**src/shared/instr_decode_pkg.sv**
```systemverilog
package instr_decode_pkg;

   // Opcode space and timing figures.
   localparam int           OPCODE_W       = 8;
   localparam int           CYC_W          = 4;
   localparam int           LEN_W          = 2;
   localparam logic [3:0]   CYC_MUL        = 4'h4;
   localparam logic [3:0]   CYC_DIV        = 4'h8;
   localparam logic [3:0]   CYC_CODE_MOVE  = 4'h3;
   localparam logic [3:0]   CYC_EXT_MOVE   = 4'h3;
   localparam logic [3:0]   CYC_CPL_A      = 4'h2;
   localparam logic [3:0]   CYC_INDIRECT   = 4'h2;
   localparam logic [3:0]   CYC_ONE        = 4'h1;
   localparam logic [3:0]   CYC_BRANCH_ADD = 4'h1;
   localparam logic [1:0]   LEN_ONE        = 2'h1;
   localparam logic [1:0]   LEN_TWO        = 2'h2;
   localparam logic [1:0]   LEN_THREE      = 2'h3;
   localparam logic [7:0]   RESET_OPCODE   = 8'h00;

   // Operation classes handed to the execute stage.
   typedef enum logic [3:0]
   {
      OP_NONE,
      OP_ARITH,
      OP_LOGIC,
      OP_ACC_UNARY,
      OP_MOVE,
      OP_CODE_MOVE,
      OP_EXT_READ,
      OP_EXT_WRITE,
      OP_STACK,
      OP_EXCHANGE,
      OP_NIBBLE_XCH,
      OP_MULDIV,
      OP_INCDEC,
      OP_BRANCH,
      OP_OTHER
   } op_class_e;

   // Decoded instruction bundle.
   typedef struct packed
   {
      op_class_e     op_class;
      logic [1:0]    length;
      logic [3:0]    cycles;
      logic          indirect;
      logic          is_cond_branch;
      logic          flash_target;
      logic          ext_addr16;
   } decode_s;

endpackage

```
**src/logic/cycle_timed_instr_decoder.sv**
```systemverilog
`timescale 1ns/1ps
module cycle_timed_instr_decoder
(
   // Clock and reset
   input  wire logic                                        core_clk,
   input  wire logic                                        rst_n,
   // Fetch side
   input  wire logic                                        opcode_valid,
   input  wire logic [instr_decode_pkg::OPCODE_W-1:0]       opcode,
   input  wire logic                                        flash_write_en,
   input  wire logic                                        branch_taken,
   // Decode and timing out
   output logic                                             busy,
   output logic                                             instr_done,
   output instr_decode_pkg::decode_s                        decode_out
);

   logic                              rst_meta_ff;
   logic                              rst_sync_n_ff;
   instr_decode_pkg::decode_s         nxt_dec;
   instr_decode_pkg::decode_s         dec_ff;
   logic [instr_decode_pkg::CYC_W-1:0] remain_ff;
   logic                              busy_ff;
   logic                              done_ff;
   logic                              accept;
   logic [instr_decode_pkg::CYC_W-1:0] total_cycles;
   logic [2:0]                        lo3;
   logic [3:0]                        hi4;

   always_ff @(posedge core_clk or negedge rst_n)
   begin
      if (!rst_n)
      begin
         rst_meta_ff   <= 1'b0;
         rst_sync_n_ff <= 1'b0;
      end
      else
      begin
         rst_meta_ff   <= 1'b1;
         rst_sync_n_ff <= rst_meta_ff;
      end
   end

   assign lo3 = opcode[2:0];
   assign hi4 = opcode[7:4];

   // Length and cycles come from the opcode column: 8..f is a bank register,
   // 6/7 indirect, 5 direct, 4 immediate or accumulator-only forms.
   always_comb
   begin
      nxt_dec                = '0;
      nxt_dec.op_class       = instr_decode_pkg::OP_OTHER;
      nxt_dec.length         = instr_decode_pkg::LEN_ONE;
      nxt_dec.cycles         = instr_decode_pkg::CYC_ONE;
      if (opcode[3])
      begin
         nxt_dec.length = instr_decode_pkg::LEN_ONE;
         nxt_dec.cycles = instr_decode_pkg::CYC_ONE;
         unique case (hi4)
            4'h2, 4'h3, 4'h9: nxt_dec.op_class = instr_decode_pkg::OP_ARITH;
            4'h4, 4'h5, 4'h6: nxt_dec.op_class = instr_decode_pkg::OP_LOGIC;
            4'hc:             nxt_dec.op_class = instr_decode_pkg::OP_EXCHANGE;
            4'h0, 4'h1:       nxt_dec.op_class = instr_decode_pkg::OP_INCDEC;
            4'h7, 4'ha, 4'he, 4'hf, 4'h8: nxt_dec.op_class = instr_decode_pkg::OP_MOVE;
            4'hb, 4'hd:
            begin
               nxt_dec.op_class       = instr_decode_pkg::OP_BRANCH;
               nxt_dec.is_cond_branch = 1'b1;
               nxt_dec.length         = (hi4 == 4'hb) ? instr_decode_pkg::LEN_THREE : instr_decode_pkg::LEN_TWO;
               nxt_dec.cycles         = {2'h0, nxt_dec.length};
            end
         endcase
         if (hi4 == 4'h7 || hi4 == 4'ha || hi4 == 4'h8)
         begin
            nxt_dec.length = instr_decode_pkg::LEN_TWO;
            nxt_dec.cycles = {2'h0, instr_decode_pkg::LEN_TWO};
         end
      end
      else if (lo3 == 3'h6 || lo3 == 3'h7)
      begin
         nxt_dec.indirect = 1'b1;
         nxt_dec.length   = instr_decode_pkg::LEN_ONE;
         nxt_dec.cycles   = instr_decode_pkg::CYC_INDIRECT;
         unique case (hi4)
            4'h2, 4'h3, 4'h9: nxt_dec.op_class = instr_decode_pkg::OP_ARITH;
            4'h4, 4'h5, 4'h6: nxt_dec.op_class = instr_decode_pkg::OP_LOGIC;
            4'hc:             nxt_dec.op_class = instr_decode_pkg::OP_EXCHANGE;
            4'hd:             nxt_dec.op_class = instr_decode_pkg::OP_NIBBLE_XCH;
            4'h0, 4'h1:       nxt_dec.op_class = instr_decode_pkg::OP_INCDEC;
            4'hf, 4'he:       nxt_dec.op_class = instr_decode_pkg::OP_MOVE;
            4'h7, 4'ha, 4'h8:
            begin
               nxt_dec.op_class = instr_decode_pkg::OP_MOVE;
               nxt_dec.length   = instr_decode_pkg::LEN_TWO;
            end
            4'hb:
            begin
               nxt_dec.op_class       = instr_decode_pkg::OP_BRANCH;
               nxt_dec.is_cond_branch = 1'b1;
               nxt_dec.length         = instr_decode_pkg::LEN_THREE;
               nxt_dec.cycles         = 4'h4;
            end
            default:          nxt_dec.op_class = instr_decode_pkg::OP_OTHER;
         endcase
      end
      else
      begin
         unique case (opcode)
            8'h24, 8'h34, 8'h94, 8'h25, 8'h35, 8'h95:
            begin
               nxt_dec.op_class = instr_decode_pkg::OP_ARITH;
               nxt_dec.length   = instr_decode_pkg::LEN_TWO;
            end
            8'h44, 8'h54, 8'h64, 8'h45, 8'h55, 8'h65, 8'h42, 8'h52, 8'h62:
            begin
               nxt_dec.op_class = instr_decode_pkg::OP_LOGIC;
               nxt_dec.length   = instr_decode_pkg::LEN_TWO;
            end
            8'h43, 8'h53, 8'h63:
            begin
               nxt_dec.op_class = instr_decode_pkg::OP_LOGIC;
               nxt_dec.length   = instr_decode_pkg::LEN_THREE;
            end
            8'he4, 8'h03, 8'h13, 8'h23, 8'h33, 8'hc4:
               nxt_dec.op_class = instr_decode_pkg::OP_ACC_UNARY;
            8'hd4:
               nxt_dec.op_class = instr_decode_pkg::OP_ACC_UNARY;
            8'hf4:
            begin
               nxt_dec.op_class = instr_decode_pkg::OP_ACC_UNARY;
               nxt_dec.cycles   = instr_decode_pkg::CYC_CPL_A;
            end
            8'h85, 8'h75:
            begin
               nxt_dec.op_class = instr_decode_pkg::OP_MOVE;
               nxt_dec.length   = instr_decode_pkg::LEN_THREE;
            end
            8'h90:
            begin
               nxt_dec.op_class = instr_decode_pkg::OP_MOVE;
               nxt_dec.length   = instr_decode_pkg::LEN_THREE;
            end
            8'he5, 8'h74, 8'hf5:
            begin
               nxt_dec.op_class = instr_decode_pkg::OP_MOVE;
               nxt_dec.length   = instr_decode_pkg::LEN_TWO;
            end
            8'h93, 8'h83:
               nxt_dec.op_class = instr_decode_pkg::OP_CODE_MOVE;
            8'he0, 8'he2:
            begin
               nxt_dec.op_class   = instr_decode_pkg::OP_EXT_READ;
               nxt_dec.ext_addr16 = (opcode == 8'he0);
            end
            8'hf0, 8'hf2:
            begin
               nxt_dec.op_class     = instr_decode_pkg::OP_EXT_WRITE;
               nxt_dec.ext_addr16   = (opcode == 8'hf0);
               nxt_dec.flash_target = flash_write_en;
            end
            8'hc0, 8'hd0:
            begin
               nxt_dec.op_class = instr_decode_pkg::OP_STACK;
               nxt_dec.length   = instr_decode_pkg::LEN_TWO;
            end
            8'hc5:
            begin
               nxt_dec.op_class = instr_decode_pkg::OP_EXCHANGE;
               nxt_dec.length   = instr_decode_pkg::LEN_TWO;
            end
            8'h05, 8'h15:
            begin
               nxt_dec.op_class = instr_decode_pkg::OP_INCDEC;
               nxt_dec.length   = instr_decode_pkg::LEN_TWO;
            end
            8'h04, 8'h14, 8'ha3:
               nxt_dec.op_class = instr_decode_pkg::OP_INCDEC;
            8'ha4:
            begin
               nxt_dec.op_class = instr_decode_pkg::OP_MULDIV;
               nxt_dec.cycles   = instr_decode_pkg::CYC_MUL;
            end
            8'h84:
            begin
               nxt_dec.op_class = instr_decode_pkg::OP_MULDIV;
               nxt_dec.cycles   = instr_decode_pkg::CYC_DIV;
            end
            8'h40, 8'h50, 8'h60, 8'h70:
            begin
               nxt_dec.op_class       = instr_decode_pkg::OP_BRANCH;
               nxt_dec.is_cond_branch = 1'b1;
               nxt_dec.length         = instr_decode_pkg::LEN_TWO;
            end
            8'h20, 8'h30, 8'h10, 8'hb4, 8'hd5:
            begin
               nxt_dec.op_class       = instr_decode_pkg::OP_BRANCH;
               nxt_dec.is_cond_branch = 1'b1;
               nxt_dec.length         = instr_decode_pkg::LEN_THREE;
            end
            8'hb5:
            begin
               nxt_dec.op_class       = instr_decode_pkg::OP_BRANCH;
               nxt_dec.is_cond_branch = 1'b1;
               nxt_dec.length         = instr_decode_pkg::LEN_THREE;
               nxt_dec.cycles         = 4'h4;
            end
            default:
               nxt_dec.op_class = instr_decode_pkg::OP_OTHER;
         endcase
         // Plain forms cost one clock per program byte.
         if (nxt_dec.cycles == instr_decode_pkg::CYC_ONE && nxt_dec.op_class != instr_decode_pkg::OP_ACC_UNARY
             && opcode != 8'ha3)
            nxt_dec.cycles = {2'h0, nxt_dec.length};
         if (nxt_dec.op_class == instr_decode_pkg::OP_CODE_MOVE)
            nxt_dec.cycles = instr_decode_pkg::CYC_CODE_MOVE;
         if (nxt_dec.op_class == instr_decode_pkg::OP_EXT_READ || nxt_dec.op_class == instr_decode_pkg::OP_EXT_WRITE)
            nxt_dec.cycles = instr_decode_pkg::CYC_EXT_MOVE;
      end
   end

   // The branch outcome is sampled at issue, so the untaken cost is the
   // base figure and a taken branch adds one clock.
   assign accept       = opcode_valid && !busy_ff;
   assign total_cycles = nxt_dec.cycles + ((nxt_dec.is_cond_branch && branch_taken) ?
                         instr_decode_pkg::CYC_BRANCH_ADD : 4'h0);

   always_ff @(posedge core_clk or negedge rst_sync_n_ff)
   begin
      if (!rst_sync_n_ff)
         dec_ff <= '0;
      else if (accept)
         dec_ff <= nxt_dec;
   end

   // Pure clock-cycle countdown with no machine-cycle prescaler.
   always_ff @(posedge core_clk or negedge rst_sync_n_ff)
   begin
      if (!rst_sync_n_ff)
      begin
         remain_ff <= '0;
         busy_ff   <= 1'b0;
         done_ff   <= 1'b0;
      end
      else if (accept)
      begin
         remain_ff <= total_cycles - 4'h1;
         busy_ff   <= (total_cycles != 4'h1);
         done_ff   <= (total_cycles == 4'h1);
      end
      else if (busy_ff)
      begin
         remain_ff <= remain_ff - 4'h1;
         busy_ff   <= (remain_ff != 4'h1);
         done_ff   <= (remain_ff == 4'h1);
      end
      else
         done_ff <= 1'b0;
   end

   assign busy       = busy_ff;
   assign instr_done = done_ff;
   assign decode_out = dec_ff;

   mul_four_a : assert property (@(posedge core_clk) disable iff (!rst_sync_n_ff)
      (accept && opcode == 8'ha4) |-> ##4 instr_done)
      else $error("Multiply did not finish in four cycles.");

   div_eight_a : assert property (@(posedge core_clk) disable iff (!rst_sync_n_ff)
      (accept && opcode == 8'h84) |=> !instr_done [*7] ##1 instr_done)
      else $error("Divide did not finish in eight cycles.");

   ext_move_a : assert property (@(posedge core_clk) disable iff (!rst_sync_n_ff)
      (accept && (opcode == 8'he0 || opcode == 8'hf2)) |=> !instr_done [*2] ##1 instr_done)
      else $error("External move did not take three cycles.");

   code_move_a : assert property (@(posedge core_clk) disable iff (!rst_sync_n_ff)
      (accept && opcode == 8'h93) |-> ##1 decode_out.length == 2'h1 ##2 instr_done)
      else $error("Code move timing wrong.");

   rotate_one_a : assert property (@(posedge core_clk) disable iff (!rst_sync_n_ff)
      (accept && opcode == 8'h23) |-> ##1 (instr_done && !busy))
      else $error("Rotate did not finish in one cycle.");

   branch_taken_a : assert property (@(posedge core_clk) disable iff (!rst_sync_n_ff)
      (accept && opcode == 8'h60 && branch_taken) |=> !instr_done [*2] ##1 instr_done)
      else $error("Taken short branch not three cycles.");

   branch_skip_a : assert property (@(posedge core_clk) disable iff (!rst_sync_n_ff)
      (accept && opcode == 8'h60 && !branch_taken) |-> ##2 instr_done)
      else $error("Untaken short branch not two cycles.");

   dir_move_a : assert property (@(posedge core_clk) disable iff (!rst_sync_n_ff)
      (accept && opcode == 8'h85) |-> ##1 (busy && decode_out.length == 2'h3) ##2 instr_done)
      else $error("Direct move not three cycles.");

   flash_tag_a : assert property (@(posedge core_clk) disable iff (!rst_sync_n_ff)
      (accept && opcode == 8'hf0) |=> decode_out.flash_target == $past(flash_write_en))
      else $error("Flash target not captured.");

   nibble_a : assert property (@(posedge core_clk) disable iff (!rst_sync_n_ff)
      (accept && opcode == 8'hd6) |-> ##1 decode_out.op_class == instr_decode_pkg::OP_NIBBLE_XCH ##1 instr_done)
      else $error("Nibble exchange timing wrong.");

   busy_done_a : assert property (@(posedge core_clk) disable iff (!rst_sync_n_ff)
      !(busy && instr_done))
      else $error("Busy and done seen together.");

   // The execute stage reads the decode for the whole instruction, so it must not move while busy.
   hold_decode_a : assert property (@(posedge core_clk) disable iff (!rst_sync_n_ff)
      busy |=> $stable(decode_out))
      else $error("Decode changed while busy.");

   ptr_load_a : assert property (@(posedge core_clk) disable iff (!rst_sync_n_ff)
      (accept && opcode == 8'h90) |-> ##3 instr_done)
      else $error("Pointer load not three cycles.");

   stack_two_a : assert property (@(posedge core_clk) disable iff (!rst_sync_n_ff)
      (accept && (opcode == 8'hc0 || opcode == 8'hd0)) |-> ##1 busy ##1 instr_done)
      else $error("Push or pop not two cycles.");

   cpl_two_a : assert property (@(posedge core_clk) disable iff (!rst_sync_n_ff)
      (accept && opcode == 8'hf4) |-> ##1 busy ##1 instr_done)
      else $error("Complement not two cycles.");

   indir_move_a : assert property (@(posedge core_clk) disable iff (!rst_sync_n_ff)
      (accept && opcode == 8'hf6) |-> ##1 decode_out.indirect ##1 instr_done)
      else $error("Indirect move not two cycles.");

endmodule

```
**config.mk**
```make
export PLATFORM = sky130hd
export DESIGN_NAME = cycle_timed_instr_decoder
export DESIGN_NICKNAME = d
export VERILOG_FILES = /design/src/shared/instr_decode_pkg.sv /design/src/logic/cycle_timed_instr_decoder.sv
export SDC_FILE = /design/constraint.sdc
export NUM_CORES = 1
export LEC_CHECK = 0
export BUFFER_PORTS_ARGS = -buffer_cell sky130_fd_sc_hd__clkbuf_2
export CAP_MARGIN = 10
export CELL_PAD_IN_SITES_DETAIL_PLACEMENT = 0
export CELL_PAD_IN_SITES_GLOBAL_PLACEMENT = 1
export CORE_MARGIN = 5
export CORE_UTILIZATION = 33
export DETAILED_ROUTE_END_ITERATION = 8
export GPL_TIMING_DRIVEN = 0
export HOLD_SLACK_MARGIN = 0.05
export PLACE_DENSITY_LB_ADDON = 0.15
export SLEW_MARGIN = 20
export SYNTH_ARGS = -nofsm -noshare
export SYNTH_HDL_FRONTEND = slang
export SYNTH_SLANG_ARGS = --single-unit
```
**constraint.sdc**
```tcl
create_clock -name core_clk -period 1.1 [get_ports core_clk]
set_input_delay 0.33 -clock core_clk [delete_from_list [all_inputs] [get_ports core_clk]]
set_output_delay 0.33 -clock core_clk [all_outputs]
set_load 0.02 [all_outputs]
```
==> flow_summary.ini, run 1 <==
[cts]
cts_htree_levels = 1
clk_pin_slew_ns = 0.09
clockBufferDepth = 2
tritoncts.num_buffers = 3
root_buffer = sky130_fd_sc_hd__clkbuf_8
clk-insertion-delay-late_ns = 0.26
cts_tree = built
cts.sink_count = 22

[logic_synthesis]
post_synth_cell_types = 61
synth_area_um2 = 2053
synth_net_count = 283
postSynth.asyncResetShare = 1.000
post_synth.cell_area_avg_um2 = 7.777
synth_top_cell_area_share = 0.2681
ys_ff_latch = 22
ys_seq_area_frac = 0.2681
synth.largest_area_cell = sky130_fd_sc_hd__dfrtp_1
synth_enable_flop_cells = 0
synth-main-ff-cell = sky130_fd_sc_hd__dfrtp_1
cell_types_occupying_the_most_area_after_synthesis = sky130_fd_sc_hd__dfrtp_1 27%, sky130_fd_sc_hd__nor2_1 5.1%, sky130_fd_sc_hd__nand2_1 3.8%
synth_cells = 264
synth.yosys.warnings = 0

[min_path]
hold_class = flop to async pin

[grt]
grtUsageTotal = 0.1839
globalRouteOverflowTotal = 0
largest_net_degree_at_the_start_of_global_routing = 21
grt_pass1_vias = 2257
antenna_found_initial = 0
grt_first_pass_wirelength_mm = 11.45

[final_layout]
post_route_cells_drive_above_1_share = 0.5159
num-nets-final = 367
most_common_cell_after_layout_fill_and_taps_aside = sky130_fd_sc_hd__buf_4
layout_common_cells = 50 x sky130_fd_sc_hd__buf_4, 22 x sky130_fd_sc_hd__nor2_1, 21 x sky130_fd_sc_hd__buf_6, 20 x sky130_fd_sc_hd__dfrtp_1, 18 x sky130_fd_sc_hd__nand2_1
diodes = 0
area_delta_synth_final_pct = 76.11
fraction_of_the_core_area_covered_by_cells_at_the_end_of_the_flow = 0.6036

[setup_path]
cp_cell_sequence = clkbuf_16 > buf_6 > or4_4 > o31a_1 > a21oi_2 > a41oi_2 > nor2b_2 > ha_4 > ha_4 > inv_4 > ha_4 > o2111ai_4 > a22o_1
critical_path_s_most_frequent_cell = sky130_fd_sc_hd__ha_4
startpoint_type = input port
cp_max_stage_delay_ns = 0.52
worstPathArrival_ns = 2.72
criticalPathCategory = input port to flop
crit_fanout = 2
setup.worst_path.end_class = flop
cpMaxStageDelayCell = sky130_fd_sc_hd__or4_4
cp_data_required_time_ns = 1.26

[floorplan]
io_pins = 29
die_width_um = 88.88
core_um2 = 5991
die_area_um2 = 7900
chipHeight_um = 88.88
initial_core_util = 0.3427
placement_rows = 28

[sta]
clock_skew_ns = 0.001820
final_worst_path_setup_slack_ns = -1.459
grt_setup_unrepaired = true
slew_violations = 0
timing.final.hold_violations = 0
post-route-period-util = 2.326
fin_setup_tns_ns = -14.49
max_freq_mhz = 390.8
post-route-min-period_ns = 2.559
setup_viol = 36

[routing]
finalWirelength_mm = 7.723
dr.first_iter.drc_count = 235
avgRoutedWirePerCell_um = 18.30
number_of_remaining_drc_errors = 0
drt_first_pass_iters = 4
vias_per_cell = 5.806
via_count = 2450
ant_nets = 0

[placement]
gp_congestion = 0.9293
placement.setup.worst_slack_ns = -1.930
hpwlAfterDp_mm = 5.014
place.port_buffers = 25

[pwr]
total_leakage_power_nw = 1.516
vdd.ir_drop.worst_mv = 1.098
power-per-cell-area_nw_per_um2 = 1413

[job]
cap_violations = 0

[run_status]
run_status = complete, but fails checks
failed_checks = setup timing
[layout make-up]
class	count	area [um2]
clock buffers	3	41.29
inverters	7	40.04
flip-flops and latches	22	553.0
fillers	515	2375
clock inverters	1	30.03
multi-input cells	213	1862
plain buffers	21	240.2
well taps	75	93.84
repair buffers	80	755.7
[worst max-delay path, delay by kind of cell]
| family | cells | cell delay [ns] |
|---|---|---|
| AOI/OAI and AO/OA | 5 | 0.88 |
| and+or+nand+nor | 2 | 0.72 |
| adders and majority gates | 3 | 0.49 |
| buffers and inverters | 3 | 0.30 |
[repair_timing]
item / in CTS / in global routing
pin swaps: 31 / 25
hold endpoints to repair: 2 / 0
buffers inserted: 36 / 21
hold buffers: 1 / 0
resized for setup: 75 / 97
setup endpoints to repair: 36 / 37
gates cloned: 1 / 0
[final timing paths]
| check | startpoint | end | slack [ns] | cells after the start |
|---|---|---|---|---|
| max in group asynchronous | rst_sync_n_ff | busy | 0.52 | 0 |
| hold reg to reg | rst_sync_n_ff | remain_ff[1] | 0.23 | 0 |
| min in group core_clk | flash_write_en | decode_out[1] | 0.35 | 3 |
| hold / removal | rst_sync_n_ff | remain_ff[1] | 0.23 | 0 |
| setup reg to reg | busy | decode_out[9] | -0.39 | 6 |
| setup / recovery | opcode[3] | busy | -1.46 | 13 |
[state kept, by name, indices dropped and copies added, names as in the netlist]
signal and flops:
rst_meta_ff 1, decode_out 14, rst_sync_n_ff 1, remain_ff 4, busy 1, instr_done 1
[synthesized netlist by cell type, types with 2 or more instances]
cell,number
sky130_fd_sc_hd__inv_1,7
sky130_fd_sc_hd__nor2_2,2
sky130_fd_sc_hd__clkbuf_1,5
sky130_fd_sc_hd__nand2b_1,9
sky130_fd_sc_hd__nor4_1,2
sky130_fd_sc_hd__nand3_1,11
sky130_fd_sc_hd__dfrtp_1,22
sky130_fd_sc_hd__nand2_1,21
sky130_fd_sc_hd__o21ai_0,15
sky130_fd_sc_hd__and3b_1,2
sky130_fd_sc_hd__o21ai_1,2
sky130_fd_sc_hd__o22ai_1,2
sky130_fd_sc_hd__ha_1,6
sky130_fd_sc_hd__nand4_1,4
sky130_fd_sc_hd__a22o_1,3
sky130_fd_sc_hd__buf_4,4
sky130_fd_sc_hd__a21oi_1,14
sky130_fd_sc_hd__mux2i_1,4
sky130_fd_sc_hd__o211ai_1,3
sky130_fd_sc_hd__nand4b_1,2
sky130_fd_sc_hd__nor3b_1,3
sky130_fd_sc_hd__xnor2_1,2
sky130_fd_sc_hd__and2_1,3
sky130_fd_sc_hd__o2111ai_1,4
sky130_fd_sc_hd__buf_2,10
sky130_fd_sc_hd__xor2_1,4
sky130_fd_sc_hd__a31oi_1,3
sky130_fd_sc_hd__a22oi_1,3
sky130_fd_sc_hd__o21a_1,3
sky130_fd_sc_hd__and3_1,3
sky130_fd_sc_hd__o31ai_1,2
sky130_fd_sc_hd__and2b_1,3
sky130_fd_sc_hd__nor3_1,11
sky130_fd_sc_hd__a211oi_1,3
sky130_fd_sc_hd__a41oi_1,2
sky130_fd_sc_hd__nor2_1,28
sky130_fd_sc_hd__buf_6,2
sky130_fd_sc_hd__or3_1,5
sky130_fd_sc_hd__nor2b_1,7
sky130_fd_sc_hd__a32o_1,2
[power breakdown]
part / internal (mW) / switching [mW] / total (mW)
combinational: 1.64 / 1.38 / 3.02
sequential: 1.09 / 0.226 / 1.32
clock: 0.486 / 0.286 / 0.772
[routing by layer]
layer  global-route usage  up-vias  share of wire  wire length (um)
met5                    0        -              0                 0
met1               0.2601     1173           0.43              3331
met2               0.2881      128           0.47              3598
met3              0.03445       20          0.075               583
li1                     -     1129              -                 -
met4              0.04533        0          0.027               210
[cells by family (layout without fill, tap and decap cells)]
kind of cell	Yosys count	in the layout	synth area share
other cells	1	1	0.001826
fa+ha+maj	6	6	0.03656
xor+xnor	6	6	0.02559
mux	5	5	0.02499
compound gates	71	71	0.2419
simple gates	124	124	0.3272
buf+inv	29	112	0.07374
flops	22	22	0.2681
[through the flow]
step | area, um2 | hold WS (ns) | total power [mW] | std cells
5_1_grt | 3616 | 0.2721 | 5.420 | 422
6_report | 3616 | 0.2251 | 5.110 | 422
3_3_place_gp | 2415 | 0.1168 | 3.186 | 364
4_1_cts | 3132 | 0.3349 | 4.726 | 405
3_5_place_dp | 2415 | 0.1178 | 3.187 | 364
2_1_floorplan | 2196 | 0.03441 | 2.657 | 264
Note: power is estimated with default switching activity, not from simulation.
==> run 2: changes to the inputs <==
==> constraint.sdc (replaced) <==
create_clock -name core_clk -period 2.59 [get_ports core_clk]
set_input_delay 0.777 -clock core_clk [delete_from_list [all_inputs] [get_ports core_clk]]
set_output_delay 0.777 -clock core_clk [all_outputs]
set_load 0.02 [all_outputs]
==> flow_summary.ini, run 2 (synthesis gave the netlist of run 1 again) <==
[sta]
timing.final.hold_violations = 0
final_worst_path_setup_slack_ns = -0.3614
max_freq_mhz = 338.8
slew_headroom = 0.4402
grt_setup_unrepaired = true
tightestPinTransition_ns = 0.8397
post-route-period-util = 1.140
setup_viol = 5
slew_violations = 0
clock_skew_ns = 0.003386
post-route-min-period_ns = 2.951

[floorplan]
core_um2 = 5991
chipHeight_um = 88.88
io_pins = 29
placement_rows = 28
die_area_um2 = 7900
die_width_um = 88.88
initial_core_util = 0.3427

[grt]
largest_net_degree_at_the_start_of_global_routing = 21
globalRouteOverflowTotal = 0
grt_first_pass_wirelength_mm = 10.96
grt_pass1_vias = 2124
antenna_found_initial = 0
grtUsageTotal = 0.1779

[final_layout]
num-nets-final = 328
area_delta_synth_final_pct = 32.18
largest_reg_flops = 14
most_common_cell_after_layout_fill_and_taps_aside = sky130_fd_sc_hd__nor2_1
fin_cells = 383
layout_common_cells = 27 x sky130_fd_sc_hd__nor2_1, 22 x sky130_fd_sc_hd__clkbuf_2, 22 x sky130_fd_sc_hd__dfrtp_1, 21 x sky130_fd_sc_hd__nand2_1, 17 x sky130_fd_sc_hd__buf_4
post_route_cells_drive_above_1_share = 0.3214
diodes = 0

[setup_path]
worst_r2r_startpoint = busy
number_of_buffers_and_inverters_on_the_critical_path = 1
setup.worst_path.start = opcode[6]
setup.worst_path.end_class = flop
timing.reg2reg.setup_slack_ns = 0.54
cp_cell_sequence = buf_2 > nor2_1 > a22o_1 > a22oi_2 > nand4b_1 > or3_4 > nand2b_4 > ha_4 > ha_4 > nor3_2 > a21oi_4 > o2111ai_4 > a22o_1
reg2reg_to = decode_out[7]
startpoint_type = input port
criticalPathCategory = input port to flop
worstPathArrival_ns = 3.12
cp_max_stage_delay_ns = 0.45
cp_data_required_time_ns = 2.75
path_delay_family = simple AND/OR/NAND/NOR gates
cpMaxStageDelayCell = sky130_fd_sc_hd__or3_4
crit_fanout = 10
reg2regPathDepth = 5

[routing]
vias_per_cell = 5.757
ant_nets = 0
via_count = 2205
avgRoutedWirePerCell_um = 17.34
drt_first_pass_iters = 5
finalWirelength_mm = 6.641
number_of_remaining_drc_errors = 0
dr.first_iter.drc_count = 188

[job]
cap_violations = 0

[pwr]
total_leakage_power_nw = 1.129
power-per-cell-area_nw_per_um2 = 586.6
power_mw = 1.592
vdd.ir_drop.worst_mv = 0.4527

[cts]
clockBufferDepth = 2
clk-insertion-delay-late_ns = 0.27
clk_pin_slew_ns = 0.09
cts.sink_count = 22
cts_htree_levels = 1
cts_tree = built
tritoncts.num_buffers = 3
root_buffer = sky130_fd_sc_hd__clkbuf_8

[placement]
placed_cells_incl_taps = 364
hpwlAfterDp_mm = 5.042
gp_congestion = 0.8865
place.port_buffers = 25

[run_status]
failed_checks = setup timing
run_status = complete, but fails checks

[min_path]
hold_class = input port to async pin
-- run 2: changes by cell type in the layout (fill, tap and decap cells not counted), moves of 3 or more --
cell,previous run,this run
sky130_fd_sc_hd__nor2_1,22,27
sky130_fd_sc_hd__nand2_1,18,21
sky130_fd_sc_hd__buf_2,4,8
sky130_fd_sc_hd__nor2_4,4,1
sky130_fd_sc_hd__buf_4,50,17
sky130_fd_sc_hd__clkbuf_2,5,22
sky130_fd_sc_hd__clkbuf_8,12,4
sky130_fd_sc_hd__buf_6,21,5
sky130_fd_sc_hd__nand2_4,3,0
sky130_fd_sc_hd__a21oi_1,8,12
sky130_fd_sc_hd__nor3_1,7,10
sky130_fd_sc_hd__clkbuf_1,0,4
sky130_fd_sc_hd__a21oi_2,4,1
sky130_fd_sc_hd__buf_8,6,3
-- run 2: through the flow --
stage	setup slack, ns	utilization	hold WS, ns	setup TNS (ns)	instance area (um2)
after CTS	-0.4106	0.4246	0.2702	-1.942	2544
after detailed placement	-1.004	0.3910	0.3413	-5.211	2342
after global placement	-0.9204	0.3910	0.3360	-4.746	2342
after global routing	-0.4351	0.4530	0.2674	-1.945	2714
final	-0.3614	0.4530	0.2701	-1.509	2714
after floorplan	-0.4261	-	0.2535	-1.918	2123
-- run 2: worst max-delay path by stage --
| stage | to | slack [ns] | depth (start not counted) |
|---|---|---|---|
| 6_report | busy | -0.36 | 13 |
| 5_1_grt | busy | -0.44 | 13 |
| 4_1_cts | busy | -0.41 | 13 |
| 3_5_place_dp | busy | -1.00 | 13 |
| 3_3_place_gp | busy | -0.92 | 13 |
| 2_1_floorplan | remain_ff[2] | -0.43 | 14 |
-- run 2: power breakdown --
group	total (mW)	internal, mW	leakage (nW)	switching, mW
registers	0.540	0.461	0.273	0.0795
logic	0.795	0.322	0.827	0.472
clock network	0.257	0.136	0.0288	0.121
total	1.59	0.919	1.13	0.673
-- run 2: area by class of cell --
| type | instances | area, um2 |
|---|---|---|
| Buffer | 22 | 156.4 |
| Clock buffer | 4 | 55.05 |
| Fill cell | 596 | 3277 |
| Inverter | 7 | 28.78 |
| Multi-Input combinational cell | 213 | 1539 |
| Sequential cell | 22 | 550.5 |
| Tap cell | 75 | 93.84 |
| Timing Repair Buffer | 40 | 290.3 |
-- run 2: worst reg2reg max path: stages (launching register included) --
cell and delay, ns:
sky130_fd_sc_hd__dfrtp_1 0.35, sky130_fd_sc_hd__clkbuf_1 0.36, sky130_fd_sc_hd__nand2b_1 0.26, sky130_fd_sc_hd__clkbuf_1 0.40
sky130_fd_sc_hd__clkbuf_1 0.40, sky130_fd_sc_hd__o21ai_0 0.15
-- run 2: repair_timing --
item                                   4_1_cts  5_1_grt
hold buffers                                 0        0
resized for setup                           19       33
endpoints found under the hold margin        0        0
pin swaps                                    9        9
cloned                                       0        1
buffers inserted                             7        7
setup endpoints to repair                    6        6
-- run 2: routing by layer --
| layer | vias to the layer above | routed length, um | global-route usage |
|---|---|---|---|
| li1 | 1059 | - | - |
| met1 | 1040 | 3058 | 0.2535 |
| met2 | 88 | 3063 | 0.2719 |
| met3 | 18 | 355 | 0.02886 |
| met4 | 0 | 164 | 0.06044 |
| met5 | - | 0 | 0 |
